===== src/hdl/mis_pkg.sv =====
// Shared constants and types for the skip, branch and OR execution block.
package mis_pkg;
  // ----------------------------------------------------------------------
  // Widths
  // ----------------------------------------------------------------------
  localparam int DATA_W  = 8;
  localparam int INSTR_W = 14;
  localparam int PC_W    = 13;
  localparam int FADDR_W = 7;
  localparam int KBR_W   = 11;

  // ----------------------------------------------------------------------
  // Instruction fields
  // ----------------------------------------------------------------------
  localparam int OP_HI     = 13;
  localparam int OP_LO     = 8;
  localparam int DEST_BIT  = 7;
  localparam int BR_OP_LO  = 11;
  localparam int LATCH_HI  = 4;
  localparam int LATCH_LO  = 3;

  // ----------------------------------------------------------------------
  // Opcodes
  // ----------------------------------------------------------------------
  localparam logic [5:0] OP_OR_WORKING_WITH_FILE    = 6'h04;
  localparam logic [5:0] OP_INCREMENT_FILE          = 6'h0a;
  localparam logic [5:0] OP_DECREMENT_SKIP_IF_ZERO  = 6'h0b;
  localparam logic [5:0] OP_INCREMENT_SKIP_IF_ZERO  = 6'h0f;
  localparam logic [5:0] OP_OR_LITERAL_INTO_WORKING = 6'h38;
  localparam logic [2:0] OP_UNCONDITIONAL_BRANCH    = 3'h5;

  // ----------------------------------------------------------------------
  // Reset values and step constants
  // ----------------------------------------------------------------------
  localparam logic [DATA_W-1:0]  WORKING_RESET = 8'h00;
  localparam logic               ZERO_RESET    = 1'b0;
  localparam logic [PC_W-1:0]    PC_RESET      = 13'h0000;
  localparam logic [FADDR_W-1:0] FADDR_RESET   = 7'h00;
  localparam logic [PC_W-1:0]    PC_STEP       = 13'h0001;
  localparam logic [DATA_W-1:0]  DATA_ONE      = 8'h01;

  typedef enum logic [1:0] {
    ST_RUN   = 2'b01,
    ST_FLUSH = 2'b10
  } mis_state_type;
endpackage : mis_pkg


===== src/hdl/mis_exec_if.sv =====
// Carrier between the sequencing core and its execution unit.
`timescale 1ns/100ps
interface mis_exec_if;
  import mis_pkg::*;
  logic [INSTR_W-1:0] instrWord;
  logic [DATA_W-1:0]  fileData;
  logic [DATA_W-1:0]  workingIn;
  logic [DATA_W-1:0]  result;
  logic               resZero;
  logic               toFile;
  logic               toWorking;
  logic               setsZero;
  logic               doSkip;
  logic               doBranch;

  modport core (output instrWord, fileData, workingIn,
                input  result, resZero, toFile, toWorking, setsZero,
                       doSkip, doBranch);
  modport unit (input  instrWord, fileData, workingIn,
                output result, resZero, toFile, toWorking, setsZero,
                       doSkip, doBranch);
endinterface : mis_exec_if


===== src/hdl/mis_exec_unit.sv =====
// Combinational decode and arithmetic for the supported instructions.
`timescale 1ns/100ps
module mis_exec_unit
  import mis_pkg::*;
(
  mis_exec_if.unit ex
);
  logic [5:0] opcode;
  logic       dest;

  assign opcode = ex.instrWord[OP_HI:OP_LO];
  assign dest   = ex.instrWord[DEST_BIT];

  always_comb begin
    ex.result    = ex.workingIn;
    ex.toFile    = 1'b0;
    ex.toWorking = 1'b0;
    ex.setsZero  = 1'b0;
    ex.doSkip    = 1'b0;
    ex.doBranch  = 1'b0;
    if (ex.instrWord[OP_HI:BR_OP_LO] == OP_UNCONDITIONAL_BRANCH) begin
      ex.doBranch = 1'b1;
    end else begin
      case (opcode)
        OP_DECREMENT_SKIP_IF_ZERO: begin
          ex.result    = ex.fileData - DATA_ONE;
          ex.toFile    = dest;
          ex.toWorking = !dest;
          ex.doSkip    = (ex.result == '0);
        end
        OP_INCREMENT_SKIP_IF_ZERO: begin
          ex.result    = ex.fileData + DATA_ONE;
          ex.toFile    = dest;
          ex.toWorking = !dest;
          ex.doSkip    = (ex.result == '0);
        end
        OP_INCREMENT_FILE: begin
          ex.result    = ex.fileData + DATA_ONE;
          ex.toFile    = dest;
          ex.toWorking = !dest;
          ex.setsZero  = 1'b1;
        end
        OP_OR_LITERAL_INTO_WORKING: begin
          ex.result    = ex.workingIn | ex.instrWord[DATA_W-1:0];
          ex.toWorking = 1'b1;
          ex.setsZero  = 1'b1;
        end
        OP_OR_WORKING_WITH_FILE: begin
          ex.result    = ex.workingIn | ex.fileData;
          ex.toFile    = dest;
          ex.toWorking = !dest;
          ex.setsZero  = 1'b1;
        end
        default: begin
          ex.result = ex.workingIn;
        end
      endcase
    end
  end

  assign ex.resZero = (ex.result == '0);
endmodule : mis_exec_unit


===== src/hdl/mis_core.sv =====
// Sequencing core: working register, zero flag, program counter, skips.
`timescale 1ns/100ps
module mis_core
  import mis_pkg::*;
(
  input  wire logic               clk_sys,
  input  wire logic               rst,
  input  wire logic               instrValid,
  input  wire logic [INSTR_W-1:0] instrWord,
  input  wire logic [DATA_W-1:0]  fileReadData,
  input  wire logic [DATA_W-1:0]  pcHighLatch,
  output logic      [FADDR_W-1:0] fileWriteAddr,
  output logic                    fileWriteEn,
  output logic      [DATA_W-1:0]  fileWriteData,
  output logic      [DATA_W-1:0]  workingReg,
  output logic                    zeroFlag,
  output logic      [PC_W-1:0]    programCounter,
  output logic                    discardNext
);
  // ----------------------------------------------------------------------
  // Execution unit
  // ----------------------------------------------------------------------
  mis_exec_if ex ();

  assign ex.instrWord = instrWord;
  assign ex.fileData  = fileReadData;
  assign ex.workingIn = workingReg;

  mis_exec_unit u_exec (
    .ex (ex.unit)
  );

  // ----------------------------------------------------------------------
  // Sequencing state
  // ----------------------------------------------------------------------
  // A taken branch and a taken skip share one mechanism: the instruction
  // already fetched behind them is squashed, which costs the second cycle.
  mis_state_type      state;
  mis_state_type      next_state;
  logic [DATA_W-1:0]  next_workingReg;
  logic               next_zeroFlag;
  logic [PC_W-1:0]    next_programCounter;
  logic               next_fileWriteEn;
  logic [DATA_W-1:0]  next_fileWriteData;
  logic [FADDR_W-1:0] next_fileWriteAddr;

  always_comb begin
    next_state          = state;
    next_workingReg     = workingReg;
    next_zeroFlag       = zeroFlag;
    next_programCounter = programCounter;
    next_fileWriteEn    = 1'b0;
    next_fileWriteData  = fileWriteData;
    next_fileWriteAddr  = fileWriteAddr;
    if (instrValid) begin
      next_programCounter = programCounter + PC_STEP;
      case (state)
        ST_RUN: begin
          if (ex.toWorking) begin
            next_workingReg = ex.result;
          end
          if (ex.toFile) begin
            next_fileWriteEn   = 1'b1;
            next_fileWriteData = ex.result;
            next_fileWriteAddr = instrWord[FADDR_W-1:0];
          end
          if (ex.setsZero) begin
            next_zeroFlag = ex.resZero;
          end
          if (ex.doBranch) begin
            next_programCounter = {pcHighLatch[LATCH_HI:LATCH_LO],
                                   instrWord[KBR_W-1:0]};
          end
          if (ex.doSkip || ex.doBranch) begin
            next_state = ST_FLUSH;
          end
        end
        ST_FLUSH: begin
          // The squashed slot only advances the counter, like a no-op.
          next_state = ST_RUN;
        end
        default: begin
          next_state = ST_RUN;
        end
      endcase
    end
  end

  always_ff @(posedge clk_sys or posedge rst) begin
    if (rst) begin
      state          <= ST_RUN;
      workingReg     <= WORKING_RESET;
      zeroFlag       <= ZERO_RESET;
      programCounter <= PC_RESET;
      fileWriteEn    <= 1'b0;
      fileWriteData  <= WORKING_RESET;
      fileWriteAddr  <= FADDR_RESET;
    end else begin
      state          <= next_state;
      workingReg     <= next_workingReg;
      zeroFlag       <= next_zeroFlag;
      programCounter <= next_programCounter;
      fileWriteEn    <= next_fileWriteEn;
      fileWriteData  <= next_fileWriteData;
      fileWriteAddr  <= next_fileWriteAddr;
    end
  end

  assign discardNext = state[1];

  // ----------------------------------------------------------------------
  // Checks
  // ----------------------------------------------------------------------
  logic live;
  logic [5:0] opc;
  assign live = instrValid && (state == ST_RUN);
  assign opc  = instrWord[OP_HI:OP_LO];

  chk_dec_to_working: assert property (
    @(posedge clk_sys) disable iff (rst)
    live && opc == OP_DECREMENT_SKIP_IF_ZERO && !instrWord[DEST_BIT]
    |=> workingReg == 8'($past(fileReadData) - DATA_ONE)
        && $stable(zeroFlag) && !fileWriteEn)
    else $error("decrement result not placed in working register");

  chk_dec_to_file: assert property (
    @(posedge clk_sys) disable iff (rst)
    live && opc == OP_DECREMENT_SKIP_IF_ZERO && instrWord[DEST_BIT]
    |=> fileWriteEn && $stable(workingReg) && $stable(zeroFlag)
        && fileWriteData == 8'($past(fileReadData) - DATA_ONE)
        && fileWriteAddr == $past(instrWord[FADDR_W-1:0]))
    else $error("decrement result not placed in file register");

  chk_dec_zero_skip: assert property (
    @(posedge clk_sys) disable iff (rst)
    live && opc == OP_DECREMENT_SKIP_IF_ZERO
    |=> discardNext == ($past(fileReadData) == DATA_ONE))
    else $error("decrement skip decision wrong");

  chk_inc_skip_file: assert property (
    @(posedge clk_sys) disable iff (rst)
    live && opc == OP_INCREMENT_SKIP_IF_ZERO && instrWord[DEST_BIT]
    |=> fileWriteEn && fileWriteData == 8'($past(fileReadData) + DATA_ONE)
        && discardNext == ($past(fileReadData) == 8'hff)
        && $stable(zeroFlag))
    else $error("increment skip wrong");

  chk_inc_to_working: assert property (
    @(posedge clk_sys) disable iff (rst)
    live && opc == OP_INCREMENT_SKIP_IF_ZERO && !instrWord[DEST_BIT]
    |=> workingReg == 8'($past(fileReadData) + DATA_ONE)
        && discardNext == ($past(fileReadData) == 8'hff)
        && $stable(zeroFlag) && !fileWriteEn)
    else $error("increment result not placed in working register");

  chk_branch_target: assert property (
    @(posedge clk_sys) disable iff (rst)
    live && instrWord[OP_HI:BR_OP_LO] == OP_UNCONDITIONAL_BRANCH
    |=> programCounter == {$past(pcHighLatch[LATCH_HI:LATCH_LO]),
                           $past(instrWord[KBR_W-1:0])})
    else $error("branch target wrong");

  chk_branch_two_cycle: assert property (
    @(posedge clk_sys) disable iff (rst)
    live && instrWord[OP_HI:BR_OP_LO] == OP_UNCONDITIONAL_BRANCH
    |=> discardNext && !fileWriteEn
        && $stable(zeroFlag) && $stable(workingReg))
    else $error("branch did not squash next slot");

  // A squashed slot must behave as a no-op: only the counter moves, and
  // the squash is spent so that the instruction after it runs normally.
  chk_squash_slot: assert property (
    @(posedge clk_sys) disable iff (rst)
    instrValid && discardNext
    |=> !fileWriteEn && !discardNext
        && $stable(workingReg) && $stable(zeroFlag)
        && programCounter == PC_W'($past(programCounter) + PC_STEP))
    else $error("squashed slot was not a no-op");

  chk_pc_advance: assert property (
    @(posedge clk_sys) disable iff (rst)
    live && instrWord[OP_HI:BR_OP_LO] != OP_UNCONDITIONAL_BRANCH
    |=> programCounter == PC_W'($past(programCounter) + PC_STEP))
    else $error("counter did not step past a plain instruction");

  chk_or_literal: assert property (
    @(posedge clk_sys) disable iff (rst)
    live && opc == OP_OR_LITERAL_INTO_WORKING
    |=> workingReg == ($past(workingReg) | $past(instrWord[DATA_W-1:0]))
        && zeroFlag == (workingReg == 8'h00))
    else $error("literal OR wrong");

  chk_or_file: assert property (
    @(posedge clk_sys) disable iff (rst)
    live && opc == OP_OR_WORKING_WITH_FILE && instrWord[DEST_BIT]
    |=> fileWriteEn && $stable(workingReg)
        && fileWriteData == ($past(workingReg) | $past(fileReadData))
        && zeroFlag == (fileWriteData == 8'h00))
    else $error("file OR wrong");

  cov_dec_skip: cover property (
    @(posedge clk_sys) disable iff (rst)
    live && opc == OP_DECREMENT_SKIP_IF_ZERO ##1 discardNext);
  cov_inc_skip: cover property (
    @(posedge clk_sys) disable iff (rst)
    live && opc == OP_INCREMENT_SKIP_IF_ZERO ##1 discardNext);
  cov_branch: cover property (
    @(posedge clk_sys) disable iff (rst)
    live && instrWord[OP_HI:BR_OP_LO] == OP_UNCONDITIONAL_BRANCH
    ##1 discardNext && instrValid);
  cov_or_zero: cover property (
    @(posedge clk_sys) disable iff (rst)
    live && opc == OP_OR_WORKING_WITH_FILE ##1 zeroFlag);
  cov_squash: cover property (
    @(posedge clk_sys) disable iff (rst)
    instrValid && discardNext ##1 !discardNext);
endmodule : mis_core


===== config.mk =====
export PLATFORM = sky130hd
export DESIGN_NAME = mis_core
export DESIGN_NICKNAME = d
export VERILOG_FILES = /design/src/hdl/mis_pkg.sv /design/src/hdl/mis_exec_if.sv /design/src/hdl/mis_exec_unit.sv /design/src/hdl/mis_core.sv
export SDC_FILE = /design/constraint.sdc
export NUM_CORES = 1
export LEC_CHECK = 0
export ABC_CLOCK_PERIOD_IN_PS = 2200
export BUFFER_PORTS_ARGS = -buffer_cell sky130_fd_sc_hd__buf_2
export CORE_ASPECT_RATIO = 0.75
export CORE_MARGIN = 3
export CORE_UTILIZATION = 53
export DETAILED_ROUTE_END_ITERATION = 10
export GPL_TIMING_DRIVEN = 0
export PLACE_DENSITY = 0.85
export SLEW_MARGIN = 20
export SYNTH_ARGS = -nofsm -noshare
export SYNTH_HDL_FRONTEND = slang
export SYNTH_SLANG_ARGS = --single-unit
export TNS_END_PERCENT = 30

===== constraint.sdc =====
create_clock -name clk_sys -period 2.2 [get_ports clk_sys]
set_clock_uncertainty 0.2 [all_clocks]
set_input_delay 0.44 -clock clk_sys [delete_from_list [all_inputs] [get_ports clk_sys]]
set_output_delay 0.44 -clock clk_sys [all_outputs]
set_load 0.01 [all_outputs]

Word level (Yosys, flattened, before mapping)

Cells that the tools add are included.

Bits in registers: 40
Input port bits: 33
Output and inout bits: 39
Word-level logic and storage cells: 50

$add $sub $neg: 3
Equal/unequal tests: 8
Multiplexer cells: 18
Bitwise logic cells: 2
Reduce and logical (&&, ||, !) cells: 12

Operators by type and width:

| cell                  | count |
|---|---|
| $pmux 8 s4            | 1 |
| $mux 13               | 2 |
| $logic_not 8->1       | 3 |
| $eq 6x4->1 const B    | 3 |
| $or 8x8->8            | 2 |
| $add 13x1->13 const B | 1 |
| $mux 1                | 10 |
| $reduce_and 3->1      | 3 |
| $add 8x1->8 const B   | 1 |
| $mux 8                | 1 |
| $sub 8x1->8 const B   | 1 |
| $eq 6x3->1 const B    | 1 |
| $eq 6x6->1 const B    | 1 |
| $mux 2                | 2 |
| $pmux 1 s2            | 2 |
| $reduce_or 4->1       | 1 |
| $eq 3x3->1 const B    | 1 |
| $reduce_or 3->1       | 1 |
| $eq 2x1->1 const B    | 1 |
| $ne 2x2->1 const B    | 1 |
| $reduce_and 2->1      | 1 |
| $reduce_or 2->1       | 1 |
| $logic_not 1->1       | 1 |
| $logic_or 1x1->1      | 1 |

Longest topological paths before layout

Depth after elaboration: 7
Gate-level depth with buffers: 8
Mapped depth without buffers: 8

By module

A second synthesis with hierarchy kept.

Cell total of the unflattened synthesis: 289
Area, all modules: 2,821.5 um^2

Modules (own cells, without submodules):

| module        | instances | cells an instance | area each (um^2) | sequential area each (um^2) |
|---|---|---|---|---|
| mis_core      | 1         | 157               | 1,858.0          | 1,002.2 |
| mis_exec_unit | 1         | 132               | 963.4            | 0.0 |

Least setup slack after synthesis

Ideal clock, no wire load.

Path kind: input-to-reg
From: input port fileReadData[1]
To: register zeroFlag
Library setup time: 0.067 ns
Arrival: 1.905 ns
Required time: 1.933 ns
Slack: 0.028 ns
Cell stages on the path: 8
Path through: inv_1 ha_1 nor3b_2 a21oi_1 or4b_1 nand2_1 and4b_1 a41o_1

Word-level cells in the longest chain between the ends: 4
Elaborated cells on any way between the ends: 6
Those cells by class: 2 x add/sub; 2 x mux; 1 x bitwise; 1 x reduce/logical

RTL lines:

| element                             | line                                     | source |
|---|---|---|
| start: declaration                  | mis_core.sv:10                           | `input wire logic [DATA_W-1:0] fileReadData,` |
| $add 8x1->8 (tied with other cells) | mis_exec_unit.sv:32, mis_exec_unit.sv:38 |  |
| $pmux 8 s4 (*)                      | mis_exec_unit.sv:24                      | `case (opcode)` |
| $mux 8 (*)                          | mis_exec_unit.sv:21                      | `if (ex.instrWord[OP_HI:BR_OP_LO] == OP_UNCONDITIONAL_BRANCH) begin` |
| $logic_not 8->1 (*)                 | mis_exec_unit.sv:61                      | `assign ex.resZero = (ex.result == '0);` |
| end signal: assignment              | mis_core.sv:101                          | `zeroFlag <= next_zeroFlag;` |
| end: declaration                    | mis_core.sv:16                           | `output logic zeroFlag,` |

Every way passes the cells marked *; elsewhere a longest branch is shown, timed or not.
A chain may end at the register's enable or synchronous reset.

Final worst setup path

Same ends and word-level chain as after synthesis.

==> results.md <==
* Outcome: finished, final reports clean
* Yosys reg bits at 40
* Slew HR at 39.8%
* Via/cell ratio at 6.20
* Clk slew on worst S/H paths at 80 ps
* Drt wl/cell at 18.6 µm
* FFs w/ async S/R, synth at 100%
* TritonCTS clock tree: done
* Largest family of logic cells by synthesized area: simple AND/OR/NAND/NOR gates
* Clock Sink Count at 40
* Worst path slowest cell: or4b_4
* Max-cap violations at 0
* IO Count at 72
* Commonest non-fill, non-tap cell in the layout: buf_2
* Nets at 403
* Post-synthesis mux area share at 6.09%
* Clock Tree Root: clkbuf_8
* Initial Utilization at 56.8%
* Final Wtd Congestion at 0.962
* Syn Nets at 331
* First drt pass iteration count at 8
* Core footprint at 0.00462 mm²
* Ys Warns at 0
* # diodes at 0
* Unique cell type count in the Yosys netlist at 60
* Area delta synth->final at 22.8%
* Global Route met3 Usage at 7.05%
* Pwr Total at 0.00257 W
* Critical path's largest stage delay at 500 ps
* Met2 Usage GRT at 39.8%
* Simple-Gate Fraction of Synth Area at 22.7%
* Actual slew at the worst max-slew pin at 902 ps
* Most frequent cells in the layout: 67 x buf_2, 39 x dfrtp_1, 33 x nand2_1
* # DRC at 0
* CP arrival at 2220 ps
* Main synth FF type: dfrtp_1
* Worst-path cell chain: buf_2, inv_1, ha_4, nor3b_4, a21oi_1, or4b_4, nand2_1, and4b_1, a41o_1
* Power per Cell Area at 796 mW/mm²
* Final count of negative-setup-slack endpoints at 0
* Std-Cell Rows at 21
* Vias in the first global route at 2466
* Startpoint types: primary input
* Layout Utilization at 69.8%
* Worst setup EP type: flop
* XOR/XNOR share of the synthesized area at 4.00%
* Delay-heaviest family, CP: simple AND/OR/NAND/NOR gates
* Layout cells sized above 1 at 32.8%
* Final min period at 2180 ps
* Die X at 87.3 µm
* Synth Area in Compound Gates at 20.9%
* CP Data Required Time at 2230 ps
* Synth Area in Adders at 2.38%
* Max Slew Vio Count at 0
* Maximum clock path buffer count at 2
* Clk Latency, worst-skew pair at 290 ps
* Syn_area_per_cell at 8.97 µm²
* RSZ-0062 raised after global routing: yes
* Die span in y at 67.0 µm
* Max H-tree Level at 2
* HP Class: in -> reg
* Routed Antenna Nets at 0
* Crit path buf inv count at 2
* Fmax at 458 MHz
* Antenna violations before repair at 0
* Grt ovf at 0
* WS Path Type: in -> reg
* Leakage at 1.54 nW
* Crit path max fanout at 8
* Largest net degree at the start of global routing at 30
* WL final at 7.85 mm
* Gate Count Post-Synth at 293
* CTS Buf Count at 5
* Seq/Total Area, Yosys at 38.1%
* Detailed Place HPWL at 5.74 mm
* Period utilisation layout at 99.3%
* Post-synth EDFFs at 0
* PortBufs at 60
* Post-Syn Area at 0.00263 mm²
* Via count at 2624
* Final hold vios at 0
* Total GRT Usage at 27.6%
* GR peak layer: met1
* VDD IR max at 0.475 mV
* First-pass GRT wire length at 12.4 mm
* DR iter-0 viols at 198
* Die area at 0.00585 mm²
* GR Layer Usage met1 at 40.5%
==> final timing paths <==
| kind | start | endpoint | slack, ps | cells past startpoint |
|---|---|---|---|---|
| max in group asynchronous | rst | state[0] | 880 | 4 |
| worst max register to register | state[0] | fileWriteData[0] | 70 | 5 |
| worst max-delay path | fileReadData[1] | zeroFlag | 20 | 9 |
| min in group asynchronous | rst | fileWriteAddr[5] | 410 | 3 |
| worst min register to register | fileWriteAddr[3] | fileWriteAddr[3] | 310 | 1 |
| worst min-delay path | instrWord[0] | programCounter[0] | 240 | 3 |
==> synth_stat cells, drive strengths merged (3+ instances only) <==
library cell  instances  area, µm²
nor2                 25       93.8
and2                  3       21.3
mux2i                 4       40.0
o21ai                21        109
and3                 12       77.6
mux2                  9        120
a21oi                28        140
xnor2                 5       43.8
xor2                  7       61.3
inv                   8       30.0
nand3                16       80.1
o21a                  6       45.0
o22ai                 6       37.5
ha                    5       62.6
nand2                35        146
clkbuf                7       26.3
buf                  12       95.1
dfrtp                39        976
a31oi                 4       25.0
a211oi                5       55.1
a221oi                3       26.3
==> power by group <==
group	switching, W	leakage, nW	total [W]	internal (W)
registers	0.000173	0.499	0.00109	0.000917
clock network	0.000268	0.0614	0.000640	0.000371
logic	0.000471	0.978	0.000840	0.000369
total	0.000912	1.54	0.00257	0.00166
==> registers in the layout, indices dropped and copies added (netlist names) <==
signal          cells
state               2
workingReg          8
fileWriteEn         1
programCounter     13
fileWriteAddr       7
fileWriteData       8
zeroFlag            1
==> through the flow <==
| step | cells | TNS, ps | setup WS [ps] | cell area [µm²] | hold slack, ps |
|---|---|---|---|---|---|
| floorplan | 293 | 0 | 28.1 | 2630 | 328 |
| global placement | 410 | -5620 | -350 | 3000 | 285 |
| finish | 423 | 0 | 15.6 | 3230 | 236 |
| global route | 423 | -106 | -36.7 | 3230 | 229 |
| detailed placement | 411 | -6980 | -412 | 3020 | 189 |
| CTS | 420 | 0 | 1.11 | 3170 | 232 |
==> cells by family after synthesis <==
kind of cell | after synthesis
buf+inv | 27
simple gates | 110
xor+xnor | 12
compound gates | 86
flops | 40
fa+ha+maj | 5
mux | 13
==> what timing repair did <==
action	in CTS	in global routing
pin swaps	0	2
gates cloned	0	1
endpoints found under the setup margin	3	21
buffers inserted	0	2
hold endpoints to repair	11	0
resized for setup	4	13
hold buffers	1	0
==> layout make-up <==
| class | instances | area [µm²] |
|---|---|---|
| Multi-Input combinational cell | 226 | 1530 |
| Fill cell | 387 | 1400 |
| Sequential cell | 40 | 1000 |
| Timing Repair Buffer | 65 | 357 |
| Buffer | 19 | 123 |
| Clock buffer | 6 | 82.6 |
| Tap cell | 57 | 71.3 |
| Clock inverter | 2 | 38.8 |
| Inverter | 8 | 30.0 |
==> tightest hold or removal path, delay by kind of cell <==
family	cells	cell delay, ps
buffers and inverters	1	110
AO/OA/AOI/OAI	2	140
==> per-layer routing <==
layer	part of all wire (%)	wire length, µm
met1	44	3480
met2	43	3340
met3	12	910
met4	1.5	117
met5	0	0
Note: power is estimated with default switching activity, not from simulation.
